[src/hw/serial_shift_pkg.sv]
package serial_shift_pkg;
  // register indices on the plain port
  localparam logic [2:0] ADDR_DATA   = 3'h0;
  localparam logic [2:0] ADDR_CTRL   = 3'h1;
  localparam logic [2:0] ADDR_STATUS = 3'h2;
  localparam logic [2:0] ADDR_PORT   = 3'h3;
  // control register fields
  localparam int CTRL_START_IE = 7;
  localparam int CTRL_OVF_IE   = 6;
  localparam int CTRL_WM_LSB   = 4;
  localparam int CTRL_CS_LSB   = 2;
  localparam int CTRL_CLK      = 1;
  localparam int CTRL_TC       = 0;
  // status register fields
  localparam int STAT_START = 7;
  localparam int STAT_OVF   = 6;
  localparam int STAT_CNT_LSB = 0;
  // port register fields
  localparam int PORT_DO_OUT  = 0;
  localparam int PORT_DO_DIR  = 1;
  localparam int PORT_SDA_OUT = 2;
  localparam int PORT_SDA_DIR = 3;
  localparam int PORT_SCK_OUT = 4;
  localparam int PORT_SCK_DIR = 5;
  // reset values and counter maximum
  localparam logic [7:0] DATA_RESET = 8'h00;
  localparam logic [7:0] CTRL_RESET = 8'h00;
  localparam logic [7:0] PORT_RESET = 8'h00;
  localparam logic [3:0] CNT_MAX    = 4'hF;
  typedef enum logic [1:0] {
    WM_OFF, WM_THREE, WM_TWO, WM_TWO_HOLD
  } wire_mode_t;
  typedef enum logic [1:0] {
    CS_SOFT, CS_TIMER, CS_EXT_POS, CS_EXT_NEG
  } clock_source_t;
endpackage : serial_shift_pkg

[src/hw/serial_shift_unit.sv]
`timescale 1ns/10ps
module serial_shift_unit
  import serial_shift_pkg::*;
(
  // clock and reset
  input  wire logic       clk_sys,
  input  wire logic       nrst,
  // register port
  input  wire logic [2:0] regAddr,
  input  wire logic [7:0] regWdata,
  input  wire logic       regWr,
  input  wire logic       regRd,
  output logic      [7:0] regRdata,
  // companion timer compare match, same clock
  input  wire logic       timerMatch,
  // pins (three-wire data-in doubles as two-wire data line)
  input  wire logic       serialInPin,
  input  wire logic       shiftClockPin,
  output logic            dataOut,
  output logic            dataOutEn,
  output logic            sdaOut,
  output logic            sdaOutEn,
  output logic            sclOut,
  output logic            sclOutEn,
  output logic            pullupEn,
  // interrupt requests
  output logic            startIrq,
  output logic            overflowIrq
);
  logic [7:0] shiftData_q;
  logic [3:0] count_q;
  logic [7:0] ctrl_q;
  logic [7:0] port_q;
  logic       startFlag_q, ovfFlag_q;
  logic       outLatch_q;
  logic       cntOnToggle_q;
  logic       sdaMeta_q, sdaSync_q, sdaPrev_q;
  logic       sckMeta_q, sckSync_q, sckPrev_q;
  wire_mode_t     wireMode;
  clock_source_t  clockSrc;
  logic       twoWire;
  logic       sckRise, sckFall, sdaFall, startSeen;
  logic       wrData, wrCtrl, wrStatus, wrPort;
  logic       clkStrobe, tcStrobe;
  logic       shiftTick, countTick, extSel;

  assign wireMode = wire_mode_t'(ctrl_q[CTRL_WM_LSB +: 2]);
  assign clockSrc = clock_source_t'(ctrl_q[CTRL_CS_LSB +: 2]);
  assign twoWire  = wireMode == WM_TWO || wireMode == WM_TWO_HOLD;
  assign extSel   = ctrl_q[CTRL_CS_LSB + 1];

  // write decode
  assign wrData   = regWr && regAddr == ADDR_DATA;
  assign wrCtrl   = regWr && regAddr == ADDR_CTRL;
  assign wrStatus = regWr && regAddr == ADDR_STATUS;
  assign wrPort   = regWr && regAddr == ADDR_PORT;
  assign clkStrobe = wrCtrl && regWdata[CTRL_CLK];
  assign tcStrobe  = wrCtrl && regWdata[CTRL_TC];

  // two-flop synchronisers plus an edge flop; the first stage is not read further on
  always_ff @(posedge clk_sys) begin
    if (!nrst) begin
      sdaMeta_q <= 1'b1;
      sdaSync_q <= 1'b1;
      sdaPrev_q <= 1'b1;
      sckMeta_q <= 1'b0;
      sckSync_q <= 1'b0;
      sckPrev_q <= 1'b0;
    end else begin
      sdaMeta_q <= serialInPin;
      sdaSync_q <= sdaMeta_q;
      sdaPrev_q <= sdaSync_q;
      sckMeta_q <= shiftClockPin;
      sckSync_q <= sckMeta_q;
      sckPrev_q <= sckSync_q;
    end
  end

  // pin edges; valid because the far clock is at most clk_sys/4
  assign sckRise = sckSync_q && !sckPrev_q;
  assign sckFall = !sckSync_q && sckPrev_q;
  assign sdaFall = !sdaSync_q && sdaPrev_q;
  // start: data line falls while clock line is high, two-wire only
  // limitation: sampled on clk_sys, so no wake from a stopped clock
  assign startSeen = twoWire && sdaFall && sckSync_q;

  // clock source decode
  always_comb begin
    shiftTick = 1'b0;
    countTick = 1'b0;
    unique case (clockSrc)
      CS_SOFT: begin
        shiftTick = clkStrobe;
        countTick = clkStrobe;
      end
      CS_TIMER: begin
        shiftTick = timerMatch;
        countTick = timerMatch;
      end
      CS_EXT_POS: begin
        shiftTick = sckRise;
        countTick = cntOnToggle_q ? tcStrobe : (sckRise || sckFall);
      end
      CS_EXT_NEG: begin
        shiftTick = sckFall;
        countTick = cntOnToggle_q ? tcStrobe : (sckRise || sckFall);
      end
    endcase
  end

  // shift register; a cpu write beats a same-cycle shift
  always_ff @(posedge clk_sys) begin
    if (!nrst) begin
      shiftData_q <= DATA_RESET;
    end else if (wrData) begin
      shiftData_q <= regWdata;
    end else if (shiftTick) begin
      shiftData_q <= {shiftData_q[6:0], sdaSync_q};
    end
  end

  // four-bit counter, written through the status register
  always_ff @(posedge clk_sys) begin
    if (!nrst) begin
      count_q <= 4'h0;
    end else if (wrStatus) begin
      count_q <= regWdata[STAT_CNT_LSB +: 4];
    end else if (countTick) begin
      count_q <= count_q + 4'h1;
    end
  end

  // overflow flag; a same-cycle status write blocks the set
  always_ff @(posedge clk_sys) begin
    if (!nrst) begin
      ovfFlag_q <= 1'b0;
    end else if (countTick && count_q == CNT_MAX && !wrStatus) begin
      ovfFlag_q <= 1'b1;
    end else if (wrStatus && regWdata[STAT_OVF]) begin
      ovfFlag_q <= 1'b0;
    end
  end

  // start flag; set beats the write-one clear
  always_ff @(posedge clk_sys) begin
    if (!nrst) begin
      startFlag_q <= 1'b0;
    end else if (startSeen) begin
      startFlag_q <= 1'b1;
    end else if (wrStatus && regWdata[STAT_START]) begin
      startFlag_q <= 1'b0;
    end
  end

  // control register; strobe bits are not stored except clk select
  always_ff @(posedge clk_sys) begin
    if (!nrst) begin
      ctrl_q <= CTRL_RESET;
    end else if (wrCtrl) begin
      ctrl_q <= {regWdata[7:1], 1'b0};
    end
  end

  // counter-on-toggle select; kept apart because the strobe bit reads zero
  always_ff @(posedge clk_sys) begin
    if (!nrst) begin
      cntOnToggle_q <= 1'b0;
    end else if (wrCtrl) begin
      cntOnToggle_q <= regWdata[CTRL_CLK] && regWdata[CTRL_CS_LSB + 1];
    end
  end

  // port register; toggle strobe inverts the clock port bit
  always_ff @(posedge clk_sys) begin
    if (!nrst) begin
      port_q <= PORT_RESET;
    end else if (wrPort) begin
      port_q <= regWdata;
    end else if (tcStrobe) begin
      port_q[PORT_SCK_OUT] <= !port_q[PORT_SCK_OUT];
    end
  end

  // output latch: opposite edge for external clocks, else follows bit 7
  always_ff @(posedge clk_sys) begin
    if (!nrst) begin
      outLatch_q <= 1'b0;
    end else if (!extSel) begin
      outLatch_q <= wrData ? regWdata[7] : (shiftTick ? shiftData_q[6] : shiftData_q[7]);
    end else if (clockSrc == CS_EXT_POS ? sckFall : sckRise) begin
      outLatch_q <= shiftData_q[7];
    end
  end

  // pin drive; open-collector lines drive zero when enabled
  // clock hold: start flag, or overflow in two-wire hold mode
  always_ff @(posedge clk_sys) begin
    if (!nrst) begin
      dataOut   <= 1'b0;
      dataOutEn <= 1'b0;
      sdaOut    <= 1'b0;
      sdaOutEn  <= 1'b0;
      sclOut    <= 1'b0;
      sclOutEn  <= 1'b0;
      pullupEn  <= 1'b1;
    end else begin
      dataOut  <= wireMode == WM_THREE ? outLatch_q : port_q[PORT_DO_OUT];
      dataOutEn <= port_q[PORT_DO_DIR];
      sdaOut   <= 1'b0;
      sclOut   <= 1'b0;
      pullupEn <= !twoWire;
      if (twoWire) begin
        sdaOutEn <= port_q[PORT_SDA_DIR] &&
                    (!outLatch_q || !port_q[PORT_SDA_OUT]);
        sclOutEn <= port_q[PORT_SCK_DIR] &&
                    (!port_q[PORT_SCK_OUT] || startFlag_q ||
                     (wireMode == WM_TWO_HOLD && ovfFlag_q));
      end else begin
        sdaOutEn <= 1'b0;
        sclOutEn <= 1'b0;
      end
    end
  end

  // interrupt requests
  always_ff @(posedge clk_sys) begin
    if (!nrst) begin
      startIrq    <= 1'b0;
      overflowIrq <= 1'b0;
    end else begin
      startIrq    <= startFlag_q && ctrl_q[CTRL_START_IE];
      overflowIrq <= ovfFlag_q && ctrl_q[CTRL_OVF_IE];
    end
  end

  // read data one cycle after the strobe; data reads the live shifter
  always_ff @(posedge clk_sys) begin
    if (!nrst) begin
      regRdata <= 8'h00;
    end else if (regRd) begin
      unique case (regAddr)
        ADDR_DATA:   regRdata <= shiftData_q;
        ADDR_CTRL:   regRdata <= {ctrl_q[7:2], 2'b00};
        ADDR_STATUS: regRdata <= {startFlag_q, ovfFlag_q, 2'b00, count_q};
        ADDR_PORT:   regRdata <= port_q;
        default:     regRdata <= 8'h00;
      endcase
    end else begin
      regRdata <= 8'h00;
    end
  end
endmodule : serial_shift_unit

[config.mk]
export PLATFORM = sky130hd
export DESIGN_NAME = serial_shift_unit
export DESIGN_NICKNAME = d
export VERILOG_FILES = /design/src/hw/serial_shift_pkg.sv /design/src/hw/serial_shift_unit.sv
export SDC_FILE = /design/constraint.sdc
export NUM_CORES = 1
export LEC_CHECK = 0
export ABC_AREA = 1
export BUFFER_PORTS_ARGS = -buffer_cell sky130_fd_sc_hd__buf_2
export CAP_MARGIN = 30
export CORE_MARGIN = 4
export CORE_UTILIZATION = 50
export CTS_BUF_LIST = sky130_fd_sc_hd__clkbuf_16
export DETAILED_ROUTE_END_ITERATION = 6
export GPL_TIMING_DRIVEN = 0
export PLACE_DENSITY = 0.74
export SLEW_MARGIN = 20
export SYNTH_ARGS = -nofsm -noshare
export SYNTH_HDL_FRONTEND = slang
export SYNTH_SLANG_ARGS = --single-unit
[constraint.sdc]
create_clock -name clk_sys -period 1.25 [get_ports clk_sys]
set_input_delay 0.125 -clock clk_sys [delete_from_list [all_inputs] [get_ports clk_sys]]
set_output_delay 0.125 -clock clk_sys [all_outputs]
set_load 0.005 [all_outputs]
* After elaboration in Yosys (flattened, before gate mapping) *
Index checks and enable logic that the tools add are counted.
W data, S select, Z words.

operators by class
  $add $sub $neg = 1
  equality and inequality tests = 11
  mux-type cells = 20
  reduce and logical (&&, ||, !) cells = 44

operators with widths
  kind                   count
  $pmux W8 S4            1
  $logic_and A1 B1 Y1    21
  $mux W8                2
  $mux W1                13
  $reduce_bool A2 Y1     5
  $eq A2 B2 Y1 const B   4
  $logic_not A1 Y1       8
  $mux W4                2
  $eq A3 B2 Y1 const B   2
  $logic_or A1 B1 Y1     5
  $add A4 B1 Y4 const B  1
  $eq A2 B1 Y1 const B   2
  $eq A4 B4 Y1 const B   1
  $pmux W1 S4            1
  $reduce_and A2 Y1      2
  $eq A3 B1 Y1 const B   1
  $logic_not A3 Y1       1
  $pmux W1 S3            1
  $logic_not A2 Y1       1
  $ne A2 B1 Y1 const B   1
  $reduce_or A2 Y1       1

storage, ports and cells
  register bits = 52
  input port bits = 18
  logic and storage cells = 99

* Depth between registers and ports, before layout *
Gate-level depths: netlist (run 1).

  depth after elaboration = 8
  gate-level depth with buffers = 10
  mapped depth without buffers = 10

* Worst setup path before layout (run 1) *
No wires, ideal clock.

  path kind = reg2reg
  start = reg sckSync_q
  end = reg shiftData_q[0]
  setup time = 0.132 ns
  arrival = 1.241 ns
  data required time = 1.118 ns
  slack = -0.123 ns
  stages on the path, launching flop included = 10
  path buffers = 1
  cells stage by stage = dfxtp_1 > inv_1 > ha_1 > nand3_1 > nand2_2 > nor2_4 > nand3_4 > buf_6 > o21ai_1 > nor2_1

between the ends
  word-level cells in the longest chain between the ends = 4
  elaborated cells on any way between the ends = 5
  classes of those cells = mux (1); reduce/logical (4)

ends and longest elaborated chain
  item                              line                      source
  start, declared                   serial_shift_unit.sv:38   logic sckMeta_q, sckSync_q, sckPrev_q;
  start signal, assigned            serial_shift_unit.sv:74   sckSync_q <= sckMeta_q;
  $logic_not A1 Y1                  serial_shift_unit.sv:81   assign sckFall = !sckSync_q && sckPrev_q;
  $logic_and A1 B1 Y1               serial_shift_unit.sv:81
  $pmux W1 S4 (*)                   serial_shift_unit.sv:91   unique case (clockSrc)
  $reduce_bool A2 Y1 (no line) (*)  n/a
  end signal, assigned              serial_shift_unit.sv:116  shiftData_q <= regWdata;
  end signal, assigned              serial_shift_unit.sv:118  shiftData_q <= {shiftData_q[6:0], sdaSync_q};
  end, declared                     serial_shift_unit.sv:30   logic [7:0] shiftData_q;

Every way passes the cells marked *; elsewhere a longest branch is shown, timed or not.
A chain may end at the register's enable or synchronous reset.

* Worst setup path after layout (run 1) *
  start = reg sckPrev_q
  end = reg shiftData_q[3]

between the ends
  word-level cells in the longest chain between the ends = 4
  elaborated cells on any way between the ends = 5
  classes of those cells = mux (1); reduce/logical (4)

ends and longest elaborated chain
  item                              line                     source
  start, declared                   serial_shift_unit.sv:38
  start signal, assigned            serial_shift_unit.sv:75  sckPrev_q <= sckSync_q;
  $logic_not A1 Y1                  serial_shift_unit.sv:80  assign sckRise = sckSync_q && !sckPrev_q;
  $logic_and A1 B1 Y1               serial_shift_unit.sv:80
  $pmux W1 S4 (*)                   serial_shift_unit.sv:91
  $reduce_bool A2 Y1 (no line) (*)  n/a

Marks and branches as above.

==> impl_metrics.py, run 1 <==
metrics = {
    "finish": {
        "syn_to_final_growth_pct": 22.2,
        "num_antenna_cells": 0,
        "seq_area_um2": 1030,
        "fillCellCount": 386,
        "layout.cells.non_filler": 392,
        "nets": 360,
        "final_cell_mix": "55 x nand2_1, 47 x dfxtp_1, 34 x buf_2",
        "multi_input_area_um2": 1150,
        "final_common_cell": "nand2_1",
        "drive_gt1_share_pct": 31.5,
    },
    "timing": {
        "hold_violations": 0,
        "finClkSkew_ns": 0.00270,
        "min_period_over_period_pct": 112,
        "worst_slew_pin_slew_ns": 0.567,
        "setup_viol": 11,
        "setup-tns-final_ns": -1.13,
        "worst_slack_ns": -0.153,
        "slew_headroom_pct": 62.2,
        "slew_viol_final": 0,
        "fmax_ghz": 0.713,
        "period_minus_slack_ns": 1.40,
        "rsz0062_at_grt": "true",
    },
    "clocking": {
        "ctsHoldBuffers": 0,
        "insertion_delay_ns": 0.29,
        "clock-sinks": 51,
        "cts.clk_slew.worst_paths_ns": 0.07,
        "cts-root-buf": "clkbuf_16",
        "cts_max_path_buffers": 2,
        "htreeDepth": 2,
        "cts_tree": "built",
        "cts_made_buffers": 5,
    },
    "die": {
        "start_util_pct": 52.4,
        "rows": 24,
        "coreArea_um2": 4410,
        "dieArea_um2": 5780,
        "ioPinCount": 35,
        "die_x_um": 76.0,
        "die_y_um": 76.0,
    },
    "routing": {
        "ant_nets": 0,
        "first_iter_violations": 198,
        "drc": 0,
        "wl_per_cell_um": 15.0,
        "drt-total-wl_um": 5890,
        "first_pass_iters": 4,
        "vias": 2146,
        "avgViaCountPerCell": 5.47,
    },
    "power": {
        "p_leak_nw": 1.17,
        "power_density_nw_per_um2": 1290,
        "vdd_ir_drop_max_v": 0.000718,
    },
    "synthesis": {
        "synth_ff_type": "dfxtp_1",
        "ys_types": 35,
        "ys_ff_latch": 51,
        "avgSynthCellArea_um2": 7.79,
        "netlist_top_cells_area": "dfxtp_1 44%, nand2_1 9.4%, nand3_1 5.0%",
        "synth_top_cell_by_area": "dfxtp_1",
        "synth_top_area_share_pct": 44.1,
        "synth_area_um2": 2310,
        "synthArstFlopShare_pct": 0,
        "ys.warnings.count": 0,
        "synth-edff-count": 0,
        "synthCells": 297,
        "ys_seq_area_share_pct": 44.1,
    },
    "critical_path": {
        "cpPeakStageDelay_ns": 0.37,
        "startpoint_type": "flip-flop",
        "crit_top_cell": "inv_2",
        "cp.buffers_inverters": 3,
        "path_max_fanout": 5,
        "path_depth": 9,
        "path_cells": "inv_2 -> ha_2 -> inv_2 -> nor2_2 -> nor2_4 -> nand3_4 -> buf_8 -> o21ai_2 -> nor2_1",
        "worst_path_max_delay_cell": "dfxtp_4",
        "worst-setup-path-type": "reg -> reg",
        "worstPathArrival_ns": 1.57,
        "cp.required_ns": 1.42,
        "worstRegToRegCells": 9,
        "cpLargestDelayFamily": "flip-flops",
        "end_kind": "flip-flop",
    },
    "placed_design": {
        "dp_hpwl_um": 4280,
        "dp_cells": 381,
        "gp_congestion": 0.868,
        "port_buffers": 31,
    },
    "run": {
        "cap_violations": 0,
    },
    "global_routing": {
        "antenna_found_initial": 0,
        "gr-usage-all-layers_pct": 21.2,
        "globalRouteOverflowTotal": 0,
        "grt_pass1_vias": 2159,
        "grt_max_degree": 17,
        "grt_pass1_wl_um": 9940,
    },
    "worst_hold_path": {
        "hp-class": "in -> reg",
        "hold_path_depth": 2,
    },
    "outcome": {
        "violations": "negative setup slack",
        "status": "finished, violations left",
    },
}
[what timing repair did]
item                       CTS  global route
gates resized for setup     14             6
gates cloned                 1             0
pin swaps                    3             7
buffers inserted             2             0
setup endpoints to repair   14            14
[cell usage after synthesis (2+ instances only)]
cell / count
nand2_1: 58
dfxtp_1: 51
inv_1: 27
nand3_1: 23
a21oi_1: 21
o21ai_0: 18
nor2_1: 17
inv_2: 7
nand2_2: 6
nand3_2: 6
o21ai_1: 6
a221oi_1: 5
clkbuf_1: 5
nand4_1: 5
nor2_2: 4
a21oi_2: 3
buf_2: 3
buf_4: 3
ha_1: 3
nor2_4: 3
nor3_1: 3
o21ai_2: 3
buf_6: 2
o211ai_1: 2
o22ai_1: 2
or2_2: 2
[final timing paths]
kind,end,slack [ns],startpoint
worst max-delay path,shiftData_q[3]$_SDFFE_PN0P_,-0.15,sckPrev_q$_SDFF_PN0_
worst min-delay path,sdaMeta_q$_SDFF_PN1_,0.01,serialInPin
worst max register to register,shiftData_q[3]$_SDFFE_PN0P_,-0.15,sckPrev_q$_SDFF_PN0_
worst min register to register,sckSync_q$_SDFF_PN0_,0.41,sckMeta_q$_SDFF_PN0_
[state kept, by name, indices dropped and copies added (netlist names), 4 cells and up]
register,cells
port_q,8
count_q,4
shiftData_q,8
regRdata,8
ctrl_q,6
[stage by stage]
| stage | cell area (um^2) | setup slack, ns | hold WS (ns) | utilization, % | total power [mW] |
|---|---|---|---|---|---|
| 2_1_floorplan | 2340 | -0.0476 | 0.223 | - | 1.95 |
| 3_3_place_gp | 2560 | -0.168 | 0.309 | 58.0 | 2.05 |
| 3_5_place_dp | 2560 | -0.190 | 0.314 | 58.0 | 2.06 |
| 4_1_cts | 2810 | -0.157 | 0.0106 | 63.6 | 3.62 |
| 5_1_grt | 2830 | -0.267 | 0.0179 | 64.1 | 3.76 |
| 6_report | 2830 | -0.153 | 0.00999 | 64.1 | 3.64 |
[where the power goes]
group / total, mW / internal (mW) / switching [mW]
combinational: 0.358 / 0.138 / 0.220
sequential: 1.71 / 1.67 / 0.0433
clock: 1.56 / 0.945 / 0.620
[final cells by class]
cell class,instances,area share (%)
Tap cell,52,2.30
Timing Repair Buffer,34,6.99
Multi-Input combinational cell,199,40.8
Sequential cell,51,36.4
Buffer,13,2.92
Clock inverter,3,1.55
Clock buffer,5,4.42
Inverter,35,4.64
[kinds of logic after synthesis]
group / after synthesis / share of synthesized area, %
AO/OA/AOI/OAI: 62 / 15.8
XOR/XNOR: 2 / 0.757
AND/OR/NAND/NOR: 130 / 28.5
flip-flops: 51 / 44.1
other: 1 / 0.162
adder cells (fa/ha/maj): 3 / 1.62
buffers and inverters: 48 / 9.08
[layer usage]
| metal | track usage, % | share of wire (%) | vias up |
|---|---|---|---|
| li1 | - | - | 1060 |
| met4 | 7.83 | 2.2 | 0 |
| met1 | 27.2 | 42 | 994 |
| met3 | 5.20 | 8.2 | 14 |
| met2 | 34.2 | 47 | 78 |
| met5 | 0 | 0 | - |
[worst register-to-register path, cell delays in order, from the launching register on]
cell     delay, ns
dfxtp_4       0.37
inv_2         0.03
ha_2          0.17
inv_2         0.05
nor2_2        0.05
nor2_4        0.13
nand3_4       0.14
buf_8         0.17
o21ai_2       0.12
nor2_1        0.05
Power figures use the tool's default switching activity.
==> run 2: changes to the inputs <==
--- a/config.mk
+++ b/config.mk
@@ -14,6 +14,7 @@
 export DETAILED_ROUTE_END_ITERATION = 6
 export GPL_TIMING_DRIVEN = 0
 export PLACE_DENSITY = 0.74
+export REMOVE_ABC_BUFFERS = 1
 export SLEW_MARGIN = 20
 export SYNTH_ARGS = -nofsm -noshare
 export SYNTH_HDL_FRONTEND = slang
==> run 2 against run 1 <==
The flow still finishes with violations (negative setup slack). Clock skew is 0.0032 ns higher. Clock-buffer cell count stayed put. Flip-flop and latch count stayed put. Power is 8.3% lower. Combinational power is 7.8% lower. Critical path type unchanged.
==> impl_metrics.py, run 2 (synthesis gave the netlist of run 1 again) <==
metrics = {
    "outcome": {
        "status": "finished, violations left",
        "violations": "negative setup slack",
    },
    "placed_design": {
        "dp_hpwl_um": 3830,
        "dp_slack_ns": -0.593,
        "gp_congestion": 0.886,
        "port_buffers": 32,
    },
    "timing": {
        "setup_viol": 13,
        "min_period_over_period_pct": 114,
        "finClkSkew_ns": 0.00587,
        "period_minus_slack_ns": 1.43,
        "slew_viol_final": 0,
        "hold_violations": 0,
        "worst_slack_ns": -0.179,
        "setup-tns-final_ns": -1.50,
        "slew_headroom_pct": 43.2,
        "worst_slew_pin_slew_ns": 0.851,
        "rsz0062_at_grt": "true",
        "fmax_ghz": 0.700,
    },
    "die": {
        "ioPinCount": 35,
        "coreArea_um2": 4410,
        "start_util_pct": 52.4,
        "rows": 24,
        "die_y_um": 76.0,
        "die_x_um": 76.0,
        "dieArea_um2": 5780,
    },
    "finish": {
        "final_common_cell": "nand2_1",
        "num_antenna_cells": 0,
        "multi_input_area_um2": 1200,
        "final_cell_mix": "53 x nand2_1, 47 x dfxtp_1, 32 x buf_2",
        "syn_to_final_growth_pct": 19.6,
        "nets": 350,
        "top_regs": "port_q x8, regRdata x8, shiftData_q x8",
        "seq_area_um2": 1030,
        "fillCellCount": 411,
        "drive_gt1_share_pct": 30.3,
    },
    "routing": {
        "drc": 0,
        "drt-total-wl_um": 5720,
        "wl_per_cell_um": 15.0,
        "vias": 2089,
        "ant_nets": 0,
        "first_pass_iters": 4,
        "avgViaCountPerCell": 5.47,
        "first_iter_violations": 153,
    },
    "global_routing": {
        "grt_pass1_wl_um": 9460,
        "grt_max_degree": 23,
        "antenna_found_initial": 0,
        "globalRouteOverflowTotal": 0,
        "grt_pass1_vias": 1939,
        "gr-usage-all-layers_pct": 19.7,
    },
    "power": {
        "seq_power_share_pct": 51.2,
        "p_sw_mw": 0.826,
        "p_leak_nw": 1.13,
        "clkPwrFrac_pct": 38.9,
        "power_density_nw_per_um2": 1210,
        "vdd_ir_drop_max_v": 0.000547,
        "swShare_pct": 24.8,
        "combPwrFrac_pct": 9.9,
        "intPower_mw": 2.51,
    },
    "critical_path": {
        "startpoint_type": "flip-flop",
        "crit_top_cell": "nand2_1",
        "worstRegToRegCells": 10,
        "worst-setup-path-type": "reg -> reg",
        "cpPeakStageDelay_ns": 0.36,
        "worst_path_max_delay_cell": "dfxtp_4",
        "rr_startpoint": "sckSync_q$_SDFF_PN0_",
        "reg2reg_to": "outLatch_q$_SDFFE_PN0P_",
        "worstSetupEndpoint": "outLatch_q$_SDFFE_PN0P_",
        "path_max_fanout": 8,
        "cp.required_ns": 1.43,
        "path_cells": "buf_6 -> ha_4 -> inv_2 -> nor2_2 -> nor2_4 -> nand3_4 -> nand2_2 -> nand2_1 -> nand2_1 -> a21oi_1",
        "worstPathArrival_ns": 1.61,
        "r2r_slack_ns": -0.18,
        "end_kind": "flip-flop",
        "startpoint": "sckSync_q$_SDFF_PN0_",
    },
    "clocking": {
        "cts_tree": "built",
        "cts_max_path_buffers": 2,
        "cts.clk_slew.worst_paths_ns": 0.07,
        "cts_made_buffers": 5,
        "cts-root-buf": "clkbuf_16",
        "clock-sinks": 51,
        "insertion_delay_ns": 0.29,
        "htreeDepth": 2,
    },
    "run": {
        "cap_violations": 0,
    },
    "worst_hold_path": {
        "hp-class": "in -> reg",
    },
}
-- run 2: changes by cell type in the layout (fill, tap and decap cells not counted), moves of 2 or more --
cell,before,now
clkinv_1,1,3
dfxtp_2,3,1
nand2_4,0,2
o21ai_1,3,6
buf_4,5,3
nor2_4,3,5
nand2_1,55,53
o21ai_2,5,3
dfxtp_4,1,3
buf_2,34,32
clkbuf_1,5,0
-- run 2: layout make-up --
cell class	count	share of cell area, %
Clock buffer	5	4.52
Clock inverter	3	0.542
Multi-Input combinational cell	200	43.5
Sequential cell	51	37.3
Tap cell	52	2.35
Inverter	35	4.75
Timing Repair Buffer	36	7.01
-- run 2: worst max-delay path, delay by kind of cell (launching register included) --
kind                     cells  cell delay [ns]
adder cells (fa/ha/maj)      1             0.15
AO/OA/AOI/OAI                1             0.05
buffers and inverters        2             0.16
flip-flops                   1             0.36
AND/OR/NAND/NOR              6             0.59
-- run 2: per-layer routing --
| metal | vias up | track usage (%) | share of wire (%) | wire length, um |
|---|---|---|---|---|
| li1 | 1037 | - | - | - |
| met1 | 964 | 25.3 | 41 | 2350 |
| met2 | 79 | 32.2 | 50 | 2880 |
| met3 | 9 | 4.96 | 7.3 | 416 |
| met4 | 0 | 6.41 | 1.2 | 70 |
| met5 | - | 0 | 0 | 0 |
-- run 2: worst min path at each step --
stage,slack (ns),cells past startpoint,endpoint,from
floorplan,0.19,1,sdaPrev_q$_SDFF_PN1_,nrst
global placement,0.31,3,sckMeta_q$_SDFF_PN0_,shiftClockPin
detailed placement,0.32,2,sdaMeta_q$_SDFF_PN1_,serialInPin
CTS,0.02,2,sdaMeta_q$_SDFF_PN1_,serialInPin
global route,0.02,2,sdaMeta_q$_SDFF_PN1_,serialInPin
finish,0.02,2,sdaMeta_q$_SDFF_PN1_,serialInPin
-- run 2: power by group through the flow --
stage	clock network, mW	registers [mW]	logic [mW]
after floorplan	0	1.74	0.178
after global placement	0	1.74	0.284
after detailed placement	0	1.74	0.287
after CTS	1.30	1.71	0.308
after global routing	1.39	1.71	0.367
final	1.30	1.71	0.330
-- run 2: per-stage QoR --
step | cells | util [%] | total power [mW] | cell area, um^2 | hold WS (ns)
global placement | 369 | 55.8 | 2.03 | 2460 | 0.306
detailed placement | 369 | 55.8 | 2.03 | 2460 | 0.316
finish | 382 | 62.7 | 3.34 | 2770 | 0.0191
global route | 382 | 62.7 | 3.47 | 2770 | 0.0197
CTS | 380 | 60.9 | 3.32 | 2690 | 0.0242
floorplan | 285 | - | 1.91 | 2240 | 0.194
-- run 2: repair_timing --
action / CTS / global route
gates cloned: 1 / 0
resized for setup: 16 / 17
setup endpoints to repair: 22 / 17
hold buffers: 0 / 0
pin swaps: 7 / 9
setup buffers: 2 / 2
